==> src/common/slcd_defs.svh <==
`ifndef SLCD_DEFS_SVH
`define SLCD_DEFS_SVH

// ----------------------------------------------------------------
// Register byte addresses on the bus
// ----------------------------------------------------------------
`define SLCD_ADDR_CTRL0 8'h00
`define SLCD_ADDR_CTRL1 8'h04
`define SLCD_ADDR_PTRH 8'h08
`define SLCD_ADDR_PTRL 8'h0C
`define SLCD_ADDR_DATA 8'h10
`define SLCD_ADDR_STAT 8'h14

// ----------------------------------------------------------------
// Reset values and writable masks
// ----------------------------------------------------------------
`define SLCD_CTRL0_RST 8'h00
`define SLCD_CTRL1_RST 8'h00
`define SLCD_CTRL0_MASK 8'hF7
`define SLCD_CTRL1_MASK 8'hEF
`define SLCD_CTRL1_WMASK 8'hEF

// ----------------------------------------------------------------
// Field positions
// ----------------------------------------------------------------
`define SLCD_C0_EN 7
`define SLCD_C0_TYPE 6
`define SLCD_C0_DUTY 5
`define SLCD_C0_BIAS 4
`define SLCD_C1_QCT_LSB 5
`define SLCD_C1_VLCD_MSB 3

// ----------------------------------------------------------------
// Display window and pointer selection
// ----------------------------------------------------------------
`define SLCD_WIN_FIRST 8'h80
`define SLCD_WIN_LAST 8'h93
`define SLCD_PTRH_DISP 8'h01
`define SLCD_SEG_NUM 20
`define SLCD_VLCD_FULL 5'h10
`define SLCD_VLCD_BASE 5'h08

// ----------------------------------------------------------------
// Timing: sub clock periods per common slot
// ----------------------------------------------------------------
`define SLCD_COM_TICKS 16

`endif

==> src/common/slcd_pkg.sv <==
package slcd_pkg;
    // Bus response codes
    typedef enum logic [1:0] {
        SLCD_RESP_OKAY = 2'h0,
        SLCD_RESP_SLVERR = 2'h2
    } slcd_resp_t;
    // Drive polarity of the panel waveform
    typedef enum logic {
        SLCD_POL_POS,
        SLCD_POL_NEG
    } slcd_pol_t;
endpackage

==> src/verilog/slcd_sync.sv <==
`timescale 1ns/100ps
`default_nettype none
module slcd_sync (
    input wire logic clk_i,
    input wire logic rst_n_i,
    input wire logic async_i,
    output logic sync_o
);
    logic meta_r;
    // Two stages; only the second is read by anyone
    always_ff @(posedge clk_i or negedge rst_n_i) begin
        if (!rst_n_i) begin
            meta_r <= 1'b0;
            sync_o <= 1'b0;
        end else begin
            meta_r <= async_i;
            sync_o <= meta_r;
        end
    end
endmodule
`default_nettype wire

==> src/verilog/slcd_axil.sv <==
`timescale 1ns/100ps
`default_nettype none
module slcd_axil import slcd_pkg::*; (
    input wire logic clk_i,
    input wire logic rst_n_i,
    input wire logic [7:0] s_awaddr_i,
    input wire logic s_awvalid_i,
    output logic s_awready_o,
    input wire logic [31:0] s_wdata_i,
    input wire logic [3:0] s_wstrb_i,
    input wire logic s_wvalid_i,
    output logic s_wready_o,
    output logic [1:0] s_bresp_o,
    output logic s_bvalid_o,
    input wire logic s_bready_i,
    input wire logic [7:0] s_araddr_i,
    input wire logic s_arvalid_i,
    output logic s_arready_o,
    output logic [31:0] s_rdata_o,
    output logic [1:0] s_rresp_o,
    output logic s_rvalid_o,
    input wire logic s_rready_i,
    output logic wr_o,
    output logic [7:0] wr_addr_o,
    output logic [7:0] wr_data_o,
    input wire logic wr_err_i,
    output logic [7:0] rd_addr_o,
    input wire logic [7:0] rd_data_i,
    input wire logic rd_err_i
);
    logic aw_full_r;
    logic w_full_r;
    logic [3:0] wstrb_r;

    // ------------------------------------------------------------
    // Write channel capture, address and data in either order
    // ------------------------------------------------------------
    assign s_awready_o = !aw_full_r;
    assign s_wready_o = !w_full_r;
    // Byte lane 0 carries all register bits; other lanes are ignored
    assign wr_o = aw_full_r && w_full_r && !s_bvalid_o && wstrb_r[0];

    always_ff @(posedge clk_i or negedge rst_n_i) begin
        if (!rst_n_i) begin
            aw_full_r <= 1'b0;
            w_full_r <= 1'b0;
            wr_addr_o <= 8'h00;
            wr_data_o <= 8'h00;
            wstrb_r <= 4'h0;
        end else begin
            if (s_awvalid_i && s_awready_o) begin
                aw_full_r <= 1'b1;
                wr_addr_o <= s_awaddr_i;
            end else if (aw_full_r && w_full_r && !s_bvalid_o) begin
                aw_full_r <= 1'b0;
            end
            if (s_wvalid_i && s_wready_o) begin
                w_full_r <= 1'b1;
                wr_data_o <= s_wdata_i[7:0];
                wstrb_r <= s_wstrb_i;
            end else if (aw_full_r && w_full_r && !s_bvalid_o) begin
                w_full_r <= 1'b0;
            end
        end
    end

    // Write response one cycle after both halves are held
    always_ff @(posedge clk_i or negedge rst_n_i) begin
        if (!rst_n_i) begin
            s_bvalid_o <= 1'b0;
            s_bresp_o <= SLCD_RESP_OKAY;
        end else if (aw_full_r && w_full_r && !s_bvalid_o) begin
            s_bvalid_o <= 1'b1;
            s_bresp_o <= wr_err_i ? SLCD_RESP_SLVERR : SLCD_RESP_OKAY;
        end else if (s_bready_i) begin
            s_bvalid_o <= 1'b0;
        end
    end

    // ------------------------------------------------------------
    // Read channel: data sampled at the address handshake
    // ------------------------------------------------------------
    assign s_arready_o = !s_rvalid_o;
    assign rd_addr_o = s_araddr_i;

    always_ff @(posedge clk_i or negedge rst_n_i) begin
        if (!rst_n_i) begin
            s_rvalid_o <= 1'b0;
            s_rdata_o <= 32'h0000_0000;
            s_rresp_o <= SLCD_RESP_OKAY;
        end else if (s_arvalid_i && s_arready_o) begin
            s_rvalid_o <= 1'b1;
            s_rdata_o <= {24'h00_0000, rd_data_i};
            s_rresp_o <= rd_err_i ? SLCD_RESP_SLVERR : SLCD_RESP_OKAY;
        end else if (s_rready_i) begin
            s_rvalid_o <= 1'b0;
        end
    end

    AST_BRESP_SOON: assert property (@(posedge clk_i) disable iff (!rst_n_i)
        (aw_full_r && w_full_r && !s_bvalid_o) |=> s_bvalid_o)
        else $error("write response missing");
    AST_BHOLD: assert property (@(posedge clk_i) disable iff (!rst_n_i)
        (s_bvalid_o && !s_bready_i) |=> (s_bvalid_o && $stable(s_bresp_o)))
        else $error("write response dropped early");
    AST_RVALID: assert property (@(posedge clk_i) disable iff (!rst_n_i)
        (s_arvalid_i && s_arready_o) |=> (s_rvalid_o && !s_arready_o))
        else $error("read answer missing");
endmodule
`default_nettype wire

==> src/verilog/slcd_top.sv <==
// What this block does
// RULE_01 - Twenty display bytes sit at window addresses 80H to 93H.
// RULE_02 - Window accesses reach display memory only while high pointer equals 01H.
// RULE_03 - Any other high pointer value sends window accesses to general memory.
// RULE_04 - Display memory is reached only indirectly through the low/high pointer pair.
// RULE_05 - Driver fetches display memory by itself and follows the latest written data.
// RULE_06 - A stored one lights its element, a stored zero blanks it.
// RULE_07 - Twenty segment outputs with four or eight commons, by duty.
// RULE_08 - Display timing runs from the low-speed sub clock.
// RULE_09 - Control 0 bit 7 enables the driver; reset leaves it off.
// RULE_10 - Control 0 bit 6 picks waveform A (0) or B (1).
// RULE_11 - Duty bit 0 uses commons 0-3; 1 uses commons 0-7.
// RULE_12 - Control 0 bit 4 picks one-third (0) or one-quarter (1) bias.
// RULE_13 - Each common change selects the low resistor, then returns to the high one.
// RULE_14 - Quick charge lasts field plus one sub clock periods.
// RULE_15 - Voltage code 0-7 gives (8+code)/16 supply; 8 and above full supply.
// RULE_16 - Unimplemented control bits read zero and ignore writes.
// RULE_17 - Software must not run driver and converter together on a shared pin.
// RULE_18 - Bias resistor select bits are stored and read back as written.
// RULE_19 - Quick charge timer restarts at each common change and then drops.
//
// Implementation choices: the placing of the registers and the AXI4-Lite slave port.
`include "slcd_defs.svh"
`timescale 1ns/100ps
`default_nettype none
module slcd_top import slcd_pkg::*; #(
    parameter int COM_TICKS = `SLCD_COM_TICKS
) (
    input wire logic clk_i,
    input wire logic rst_n_i,
    input wire logic sub_clk_i,
    input wire logic [7:0] s_awaddr_i,
    input wire logic s_awvalid_i,
    output logic s_awready_o,
    input wire logic [31:0] s_wdata_i,
    input wire logic [3:0] s_wstrb_i,
    input wire logic s_wvalid_i,
    output logic s_wready_o,
    output logic [1:0] s_bresp_o,
    output logic s_bvalid_o,
    input wire logic s_bready_i,
    input wire logic [7:0] s_araddr_i,
    input wire logic s_arvalid_i,
    output logic s_arready_o,
    output logic [31:0] s_rdata_o,
    output logic [1:0] s_rresp_o,
    output logic s_rvalid_o,
    input wire logic s_rready_i,
    output logic [19:0] seg_on_o,
    output logic [7:0] common_lines_o,
    output logic [7:0] common_panel_o,
    output logic drive_neg_o,
    output logic wave_type_b_o,
    output logic bias_quarter_o,
    output logic quick_charge_o,
    output logic [2:0] bias_resistor_select_o,
    output logic [4:0] panel_voltage_level_o
);
    // ------------------------------------------------------------
    // Declarations
    // ------------------------------------------------------------
    logic [7:0] panel_control_0_r;
    logic [7:0] panel_control_1_r;
    logic [7:0] mem_pointer_high_r;
    logic [7:0] mem_pointer_low_r;
    logic [7:0] disp_mem [0:`SLCD_SEG_NUM-1];
    logic [7:0] gp_mem [0:`SLCD_SEG_NUM-1];
    logic wr;
    logic [7:0] wr_addr;
    logic [7:0] wr_data;
    logic wr_err;
    logic [7:0] rd_addr;
    logic [7:0] rd_data;
    logic rd_err;
    logic sub_s;
    logic sub_prev_r;
    logic sub_tick;
    logic [7:0] tick_cnt_r;
    logic [2:0] com_idx_r;
    logic [2:0] com_idx_nxt;
    logic com_step;
    logic frame_neg_r;
    logic [3:0] qc_cnt_r;
    logic panel_driver_on;
    logic duty_select;
    logic [2:0] quick_charge_time;
    logic [3:0] panel_voltage_level;
    logic win_hit;
    logic disp_sel;
    logic [4:0] win_idx;
    logic disp_wr_hit;

    // ------------------------------------------------------------
    // Helpers
    // ------------------------------------------------------------
    // Window test, used for both indirect read and write paths
    function automatic logic in_window(input logic [7:0] a);
        in_window = (a >= `SLCD_WIN_FIRST) && (a <= `SLCD_WIN_LAST); // [RULE_01]
    endfunction

    assign panel_driver_on = panel_control_0_r[`SLCD_C0_EN];
    assign duty_select = panel_control_0_r[`SLCD_C0_DUTY];
    assign quick_charge_time = panel_control_1_r[`SLCD_C1_QCT_LSB +: 3];
    assign panel_voltage_level = panel_control_1_r[`SLCD_C1_VLCD_MSB:0];

    // Pointer pair selects target; direct addresses never reach the window
    assign win_hit = in_window(mem_pointer_low_r); // [RULE_04]
    assign disp_sel = (mem_pointer_high_r == `SLCD_PTRH_DISP); // [RULE_02] [RULE_03]
    assign win_idx = 5'(mem_pointer_low_r - `SLCD_WIN_FIRST);
    assign disp_wr_hit = wr && (wr_addr == `SLCD_ADDR_DATA) && win_hit && disp_sel;

    // ------------------------------------------------------------
    // Bus slave
    // ------------------------------------------------------------
    slcd_axil u_axil (
        .clk_i(clk_i),
        .rst_n_i(rst_n_i),
        .s_awaddr_i(s_awaddr_i),
        .s_awvalid_i(s_awvalid_i),
        .s_awready_o(s_awready_o),
        .s_wdata_i(s_wdata_i),
        .s_wstrb_i(s_wstrb_i),
        .s_wvalid_i(s_wvalid_i),
        .s_wready_o(s_wready_o),
        .s_bresp_o(s_bresp_o),
        .s_bvalid_o(s_bvalid_o),
        .s_bready_i(s_bready_i),
        .s_araddr_i(s_araddr_i),
        .s_arvalid_i(s_arvalid_i),
        .s_arready_o(s_arready_o),
        .s_rdata_o(s_rdata_o),
        .s_rresp_o(s_rresp_o),
        .s_rvalid_o(s_rvalid_o),
        .s_rready_i(s_rready_i),
        .wr_o(wr),
        .wr_addr_o(wr_addr),
        .wr_data_o(wr_data),
        .wr_err_i(wr_err),
        .rd_addr_o(rd_addr),
        .rd_data_i(rd_data),
        .rd_err_i(rd_err)
    );

    // Unmapped offsets answer with a slave error
    assign wr_err = !((wr_addr == `SLCD_ADDR_CTRL0) || (wr_addr == `SLCD_ADDR_CTRL1) ||
        (wr_addr == `SLCD_ADDR_PTRH) || (wr_addr == `SLCD_ADDR_PTRL) ||
        (wr_addr == `SLCD_ADDR_DATA) || (wr_addr == `SLCD_ADDR_STAT));

    // ------------------------------------------------------------
    // Register writes
    // ------------------------------------------------------------
    // Masks keep unimplemented bits at zero whatever is written
    always_ff @(posedge clk_i or negedge rst_n_i) begin
        if (!rst_n_i) begin
            panel_control_0_r <= `SLCD_CTRL0_RST; // [RULE_09]
            panel_control_1_r <= `SLCD_CTRL1_RST;
        end else if (wr) begin
            if (wr_addr == `SLCD_ADDR_CTRL0) begin
                panel_control_0_r <= wr_data & `SLCD_CTRL0_MASK; // [RULE_16] [RULE_18]
            end else if (wr_addr == `SLCD_ADDR_CTRL1) begin
                panel_control_1_r <= wr_data & `SLCD_CTRL1_MASK & `SLCD_CTRL1_WMASK; // [RULE_16]
            end
        end
    end

    // Pointer pair
    always_ff @(posedge clk_i or negedge rst_n_i) begin
        if (!rst_n_i) begin
            mem_pointer_high_r <= 8'h00;
            mem_pointer_low_r <= 8'h00;
        end else if (wr) begin
            if (wr_addr == `SLCD_ADDR_PTRH) begin
                mem_pointer_high_r <= wr_data;
            end else if (wr_addr == `SLCD_ADDR_PTRL) begin
                mem_pointer_low_r <= wr_data;
            end
        end
    end

    // Indirect writes land in display or general memory by high pointer
    always_ff @(posedge clk_i) begin
        if (disp_wr_hit) begin
            disp_mem[win_idx] <= wr_data; // [RULE_02]
        end else if (wr && (wr_addr == `SLCD_ADDR_DATA) && win_hit) begin
            gp_mem[win_idx] <= wr_data; // [RULE_03]
        end
    end

    // ------------------------------------------------------------
    // Register reads
    // ------------------------------------------------------------
    always_comb begin
        rd_data = 8'h00;
        rd_err = 1'b0;
        if (rd_addr == `SLCD_ADDR_CTRL0) begin
            rd_data = panel_control_0_r;
        end else if (rd_addr == `SLCD_ADDR_CTRL1) begin
            rd_data = panel_control_1_r;
        end else if (rd_addr == `SLCD_ADDR_PTRH) begin
            rd_data = mem_pointer_high_r;
        end else if (rd_addr == `SLCD_ADDR_PTRL) begin
            rd_data = mem_pointer_low_r;
        end else if (rd_addr == `SLCD_ADDR_DATA) begin
            if (win_hit) begin
                rd_data = disp_sel ? disp_mem[win_idx] : gp_mem[win_idx]; // [RULE_04]
            end
        end else if (rd_addr == `SLCD_ADDR_STAT) begin
            rd_data = {3'h0, quick_charge_o, frame_neg_r, com_idx_r};
        end else begin
            rd_err = 1'b1;
        end
    end

    // ------------------------------------------------------------
    // Sub clock edge detect
    // ------------------------------------------------------------
    // Sub clock is far slower than clk_i, so sampling it is safe
    slcd_sync u_sub_sync (
        .clk_i(clk_i),
        .rst_n_i(rst_n_i),
        .async_i(sub_clk_i),
        .sync_o(sub_s)
    );

    always_ff @(posedge clk_i or negedge rst_n_i) begin
        if (!rst_n_i) begin
            sub_prev_r <= 1'b0;
        end else begin
            sub_prev_r <= sub_s;
        end
    end
    assign sub_tick = sub_s && !sub_prev_r; // [RULE_08]

    // ------------------------------------------------------------
    // Common scan
    // ------------------------------------------------------------
    assign com_step = panel_driver_on && sub_tick &&
        (tick_cnt_r == 8'(COM_TICKS - 1));
    // Wrap after common 3 or 7 depending on duty
    assign com_idx_nxt = (!duty_select && (com_idx_r >= 3'h3)) ? 3'h0 :
        3'(com_idx_r + 3'h1); // [RULE_11]

    always_ff @(posedge clk_i or negedge rst_n_i) begin
        if (!rst_n_i) begin
            tick_cnt_r <= 8'h00;
            com_idx_r <= 3'h0;
            frame_neg_r <= 1'b0;
        end else if (!panel_driver_on) begin
            tick_cnt_r <= 8'h00;
            com_idx_r <= 3'h0;
            frame_neg_r <= 1'b0;
        end else if (com_step) begin
            tick_cnt_r <= 8'h00;
            com_idx_r <= com_idx_nxt;
            if (com_idx_nxt == 3'h0) begin
                frame_neg_r <= !frame_neg_r;
            end
        end else if (sub_tick) begin
            tick_cnt_r <= 8'(tick_cnt_r + 8'h01);
        end
    end

    // ------------------------------------------------------------
    // Quick charge timer
    // ------------------------------------------------------------
    // Reloaded on every common change so the low resistor covers each edge
    always_ff @(posedge clk_i or negedge rst_n_i) begin
        if (!rst_n_i) begin
            qc_cnt_r <= 4'h0;
        end else if (!panel_driver_on) begin
            qc_cnt_r <= 4'h0;
        end else if (com_step) begin
            qc_cnt_r <= {1'b0, quick_charge_time} + 4'h1; // [RULE_13] [RULE_14] [RULE_19]
        end else if (sub_tick && (qc_cnt_r != 4'h0)) begin
            qc_cnt_r <= 4'(qc_cnt_r - 4'h1); // [RULE_19]
        end
    end

    // ------------------------------------------------------------
    // Panel drive outputs
    // ------------------------------------------------------------
    // Segment data refetched every cycle, so new writes show at once
    always_ff @(posedge clk_i or negedge rst_n_i) begin
        if (!rst_n_i) begin
            seg_on_o <= 20'h0_0000;
            common_lines_o <= 8'h00;
            common_panel_o <= 8'h00;
            drive_neg_o <= 1'b0;
        end else begin
            for (int s = 0; s < `SLCD_SEG_NUM; s++) begin
                seg_on_o[s] <= panel_driver_on && disp_mem[s][com_idx_r]; // [RULE_05] [RULE_06]
            end
            common_lines_o <= (panel_driver_on && (duty_select || !com_idx_r[2])) ?
                (8'h01 << com_idx_r) : 8'h00; // [RULE_07] [RULE_11]
            common_panel_o <= !panel_driver_on ? 8'h00 :
                (duty_select ? 8'hFF : 8'h0F); // [RULE_11]
            // Type A flips mid slot, type B flips once per frame
            drive_neg_o <= panel_control_0_r[`SLCD_C0_TYPE] ? frame_neg_r :
                (tick_cnt_r >= 8'(COM_TICKS / 2)); // [RULE_10]
        end
    end

    // Mode, level and quick charge outputs
    always_ff @(posedge clk_i or negedge rst_n_i) begin
        if (!rst_n_i) begin
            wave_type_b_o <= 1'b0;
            bias_quarter_o <= 1'b0;
            quick_charge_o <= 1'b0;
            bias_resistor_select_o <= 3'h0;
            panel_voltage_level_o <= `SLCD_VLCD_BASE;
        end else begin
            wave_type_b_o <= panel_control_0_r[`SLCD_C0_TYPE]; // [RULE_10]
            bias_quarter_o <= panel_control_0_r[`SLCD_C0_BIAS]; // [RULE_12]
            quick_charge_o <= panel_driver_on && (qc_cnt_r != 4'h0); // [RULE_13]
            bias_resistor_select_o <= panel_control_0_r[2:0]; // [RULE_18]
            panel_voltage_level_o <= panel_voltage_level[3] ? `SLCD_VLCD_FULL :
                (`SLCD_VLCD_BASE + {2'h0, panel_voltage_level[2:0]}); // [RULE_15]
        end
    end

    // ------------------------------------------------------------
    // Checks
    // ------------------------------------------------------------
    AST_QC_LOAD: assert property (@(posedge clk_i) disable iff (!rst_n_i) // [RULE_14]
        com_step |=> (qc_cnt_r == {1'b0, $past(quick_charge_time)} + 4'h1) ##1 quick_charge_o)
        else $error("quick charge length wrong");
    AST_QC_DROP: assert property (@(posedge clk_i) disable iff (!rst_n_i) // [RULE_19]
        (sub_tick && qc_cnt_r == 4'h1 && !com_step) |=> ##1 !quick_charge_o)
        else $error("quick charge did not end");
    AST_DUTY4: assert property (@(posedge clk_i) disable iff (!rst_n_i) // [RULE_11]
        (!duty_select && !$past(duty_select)) |=> (common_lines_o[7:4] == 4'h0))
        else $error("upper commons active at quarter duty");
    AST_OFF: assert property (@(posedge clk_i) disable iff (!rst_n_i) // [RULE_09]
        !panel_driver_on |=> (seg_on_o == 20'h0_0000 && common_lines_o == 8'h00))
        else $error("panel driven while disabled");
    AST_VLCD: assert property (@(posedge clk_i) disable iff (!rst_n_i) // [RULE_15]
        ##1 panel_voltage_level_o == ($past(panel_voltage_level[3]) ? 5'h10 :
            5'(5'h08 + $past(panel_voltage_level[2:0]))))
        else $error("panel voltage code wrong");
    AST_RSV_ZERO: assert property (@(posedge clk_i) disable iff (!rst_n_i) // [RULE_16]
        (panel_control_0_r[3] == 1'b0 && panel_control_1_r[4] == 1'b0))
        else $error("unimplemented bit set");
    AST_DISP_GATE: assert property (@(posedge clk_i) disable iff (!rst_n_i) // [RULE_02]
        (wr && wr_addr == `SLCD_ADDR_DATA && win_hit && !disp_sel) |=> $stable(disp_mem[win_idx]))
        else $error("display written with wrong pointer");
endmodule
`default_nettype wire

==> config.mk <==
export PLATFORM = sky130hd
export DESIGN_NAME = slcd_top
export DESIGN_NICKNAME = d
export VERILOG_FILES = /design/src/common/slcd_pkg.sv /design/src/verilog/slcd_sync.sv /design/src/verilog/slcd_axil.sv /design/src/verilog/slcd_top.sv
export VERILOG_INCLUDE_DIRS = /design/src /design/src/common
export SDC_FILE = /design/constraint.sdc
export NUM_CORES = 1
export LEC_CHECK = 0
export BUFFER_PORTS_ARGS = -buffer_cell sky130_fd_sc_hd__buf_2
export CORE_UTILIZATION = 35
export DETAILED_ROUTE_END_ITERATION = 6
export GPL_TIMING_DRIVEN = 0
export HOLD_SLACK_MARGIN = 0.03
export PLACE_DENSITY = 0.48
export RECOVER_POWER = 100
export SYNTH_ARGS = -nofsm -noshare
export SYNTH_HDL_FRONTEND = slang
export SYNTH_HIERARCHICAL = 1
export SYNTH_SLANG_ARGS = --single-unit
==> constraint.sdc <==
create_clock -name clk_i -period 2.9 [get_ports clk_i]
set_input_delay 0.29 -clock clk_i [delete_from_list [all_inputs] [get_ports clk_i]]
set_output_delay 0.29 -clock clk_i [all_outputs]
set_load 0.02 [all_outputs]
==> out/metrics.cfg <==
[clock_tree]
clk_latency_ns=0.62
cts_tree=done
cts.reportedPaths.clkPinSlew_ns=0.06
cts.path.max_buffers=3
cts-root-buf=clkbuf_16
cts.sinks=514
cts_made_buffers=56
htreeDepth=2

[finish]
instances_no_fill=2476
layout-drive-gt1-share=0.277
area_delta_synth_final_pct=20.5
antenna_cells=0
final_common_cell=edfxtp_1
fin_nets=1664
layout_common_cells=392 x edfxtp_1, 120 x dfrtp_1, 116 x mux4_2

[floorplanning]
io_pins=149
core_sq_um=62200
start_util=0.356
die_w_um=254
die_h_um=254
die_area_sq_um=64300
rows=91

[global_route]
grtUsageTotal=0.206
met2_usage=0.337
grt_max_degree=92
grt_pass1_wl_mm=93.9
grt_use_met3=0.0370
antenna_found_initial=2
grt.met1_usage=0.279
grt_pass1_vias=13200
gr-total-overflow=0
busiest_layer=met2

[pwr]
switching_power_uw=5860
p_leak_uw=0.00922
p_per_area_nw_per_um2=773
power.total_uw=20600
vdd_ir_drop_max_mv=0.467
p_sw_frac=0.284
p_comb_frac=0.163
p_clk_frac=0.351
power.internal_uw=14800
pwr-share-seq=0.486

[worst_setup_path]
cp.required_ns=3.39
path_max_fanout=10
worst_setup_path_start_kind=flip-flop
cp.arrival_ns=3.40
crit_type=reg -> reg
endpoint_kind=flip-flop

[synth]
synth_edf_count=392
synth-seq-area-share=0.669
syn_area_sq_um=22200
netlist_instances=1310
yosys.area_share.simple=0.0626
synthFlopType=edfxtp_1
synthAdderAreaFrac=0.00621
yosysWarnings=6
ys_ff_latch=514
synth_xor_area_frac=0.00237
async_flop_share=0.237
syn_area_per_cell_sq_um=16.9
synthMuxAreaShare=0.179
synth_cell_types=78
synth_top_family_by_area=multiplexers
synth_compound_area_frac=0.0451

[flow_run]
cap_violations=3

[drt]
drtIter0Drc=1039
routed_wl_mm=65.4
ant_nets=0
dr_total_vias=12900
vias_per_cell=5.22
drc=0
wl_per_cell_um=26.4
first_pass_iters=5

[timing]
rsz0062_at_grt=true
skew_ns=0.0216
period_share=1.01
setup_violations=2
final.setup.tns_ns=-0.0203
slew_headroom=-0.575
final.setup.worst_slack_ns=-0.0148
slew_violations=110
max_freq_mhz=343
worstMarginPinSlew_ns=2.36
period_needed_ns=2.91
hold_viol=0

[placed_design]
dp_cells=2339
portBuffers=87
gp_congestion=0.858
dp_hpwl_mm=44.3

[outcome]
violations=max-capacitance violations, max-slew violations, negative setup slack
status=finished with violations

[min_path]
hold_class=in -> reg

power by group through the flow:
| stage | Combinational (uW) | Sequential, uW | Clock [uW] |
|---|---|---|---|
| 2_1_floorplan | 1550 | 10200 | 0 |
| 3_3_place_gp | 2460 | 11000 | 0 |
| 3_5_place_dp | 3510 | 10200 | 0 |
| 4_1_cts | 3680 | 10000 | 7410 |
| 5_1_grt | 3570 | 10100 | 7660 |
| 6_report | 3360 | 10000 | 7250 |
worst max-delay path, cell delays in order (launching register included):
cell and delay (ns):
dfrtp_1 0.38, buf_6 0.15, buf_6 0.19, nor4b_2 0.76, a22oi_1 0.18, o211a_1 0.21, nand3_1 0.19, a21oi_1 0.09
a311o_1 0.36, mux2_2 0.27
Yosys cell counts, types with 3 or more instances:
library cell / n / area share
edfxtp_1: 392 / 0.53
dfrtp_1: 121 / 0.14
mux4_2: 116 / 0.12
nand2_1: 86 / 0.015
nor2_1: 74 / 0.013
mux2i_1: 59 / 0.027
buf_4: 54 / 0.018
mux2_2: 46 / 0.023
nor2b_1: 25 / 0.0071
a21boi_0: 23 / 0.0078
clkbuf_1: 23 / 0.0039
a21oi_1: 22 / 0.0050
o21ai_0: 19 / 0.0043
inv_1: 18 / 0.0030
mux2_4: 17 / 0.012
nand3_1: 16 / 0.0036
a22oi_1: 15 / 0.0051
buf_2: 14 / 0.0032
a31oi_1: 12 / 0.0034
and2_1: 12 / 0.0034
nor3_1: 12 / 0.0027
buf_6: 11 / 0.0056
ha_1: 11 / 0.0062
nand2b_1: 6 / 0.0017
o22ai_1: 6 / 0.0017
a32oi_1: 5 / 0.0020
buf_1: 5 / 0.00085
nand3b_1: 5 / 0.0017
nand4_1: 5 / 0.0014
a221oi_1: 4 / 0.0016
and3_1: 4 / 0.0011
xor2_1: 4 / 0.0016
a22o_1: 3 / 0.0012
and4bb_2: 3 / 0.0017
nor4b_2: 3 / 0.0020
o21a_1: 3 / 0.0010
o221ai_1: 3 / 0.0012
logic make-up after synthesis:
kind of cell | count (synthesis)
DFF | 514
buffers and inverters | 126
muxes | 238
other | 2
adders and majority gates | 11
AOI/OAI and AO/OA | 141
and+or+nand+nor | 272
xor gates and xnor gates | 6
per-layer routing:
| metal | share of wire | vias up |
|---|---|---|
| met1 | 0.43 | 6775 |
| met4 | 0.029 | 0 |
| met3 | 0.058 | 108 |
| met2 | 0.49 | 466 |
| li1 | - | 5577 |
| met5 | 0 | - |
repair_timing:
| action | in CTS | in global routing |
|---|---|---|
| endpoints found under the hold margin | 53 | 0 |
| setup buffers | 6 | 4 |
| gates resized for setup | 125 | 23 |
| pin swaps | 5 | 4 |
| hold buffers | 23 | 0 |
| setup endpoints to repair | 328 | 143 |
| cloned | 0 | 0 |
registers in the layout, summed over array words and instances (netlist names), 8 cells and up:
name	flops
mem_pointer_high_r	8
gp_mem	160
u_axil/wr_addr_o	8
u_axil/s_rdata_o	8
disp_mem	232
seg_on_o	20
u_axil/wr_data_o	8
mem_pointer_low_r	8
tick_cnt_r	8
common_lines_o	8
per-stage QoR:
step | setup slack [ns] | cell area [sq um] | hold slack, ns | utilization
3_5_place_dp | -0.771 | 24200 | 0.235 | 0.389
6_report | -0.0148 | 26700 | 0.185 | 0.429
4_1_cts | -0.0798 | 26900 | 0.137 | 0.432
3_3_place_gp | -0.764 | 24000 | 0.336 | 0.386
2_1_floorplan | 0.503 | 22500 | -0.00559 | -
5_1_grt | -0.0526 | 26700 | 0.179 | 0.429
final cells by class:
type	count	area (sq um)
fill	5692	35500
sequential	514	14800
multi-input combinational	766	7310
clock buffer	83	1670
tap	837	1050
timing repair buffer	129	781
buffer	107	777
clock inverter	21	220
inverter	19	71.3
worst paths after layout:
check,start,to,slack [ns],cells after the start
max reg2reg,mem_pointer_low_r[0],u_axil/s_rdata_o[1],-0.01,9
max in group asynchronous,rst_n_i,mem_pointer_low_r[1],0.45,2
max,mem_pointer_low_r[0],u_axil/s_rdata_o[1],-0.01,9
min,s_araddr_i[4],u_axil/s_rresp_o[1],0.18,4
min in group asynchronous,rst_n_i,seg_on_o[11],0.93,2
min reg2reg,u_sub_sync/meta_r,u_sub_sync/sync_o,0.35,0
Power figures use the tool's default switching activity.
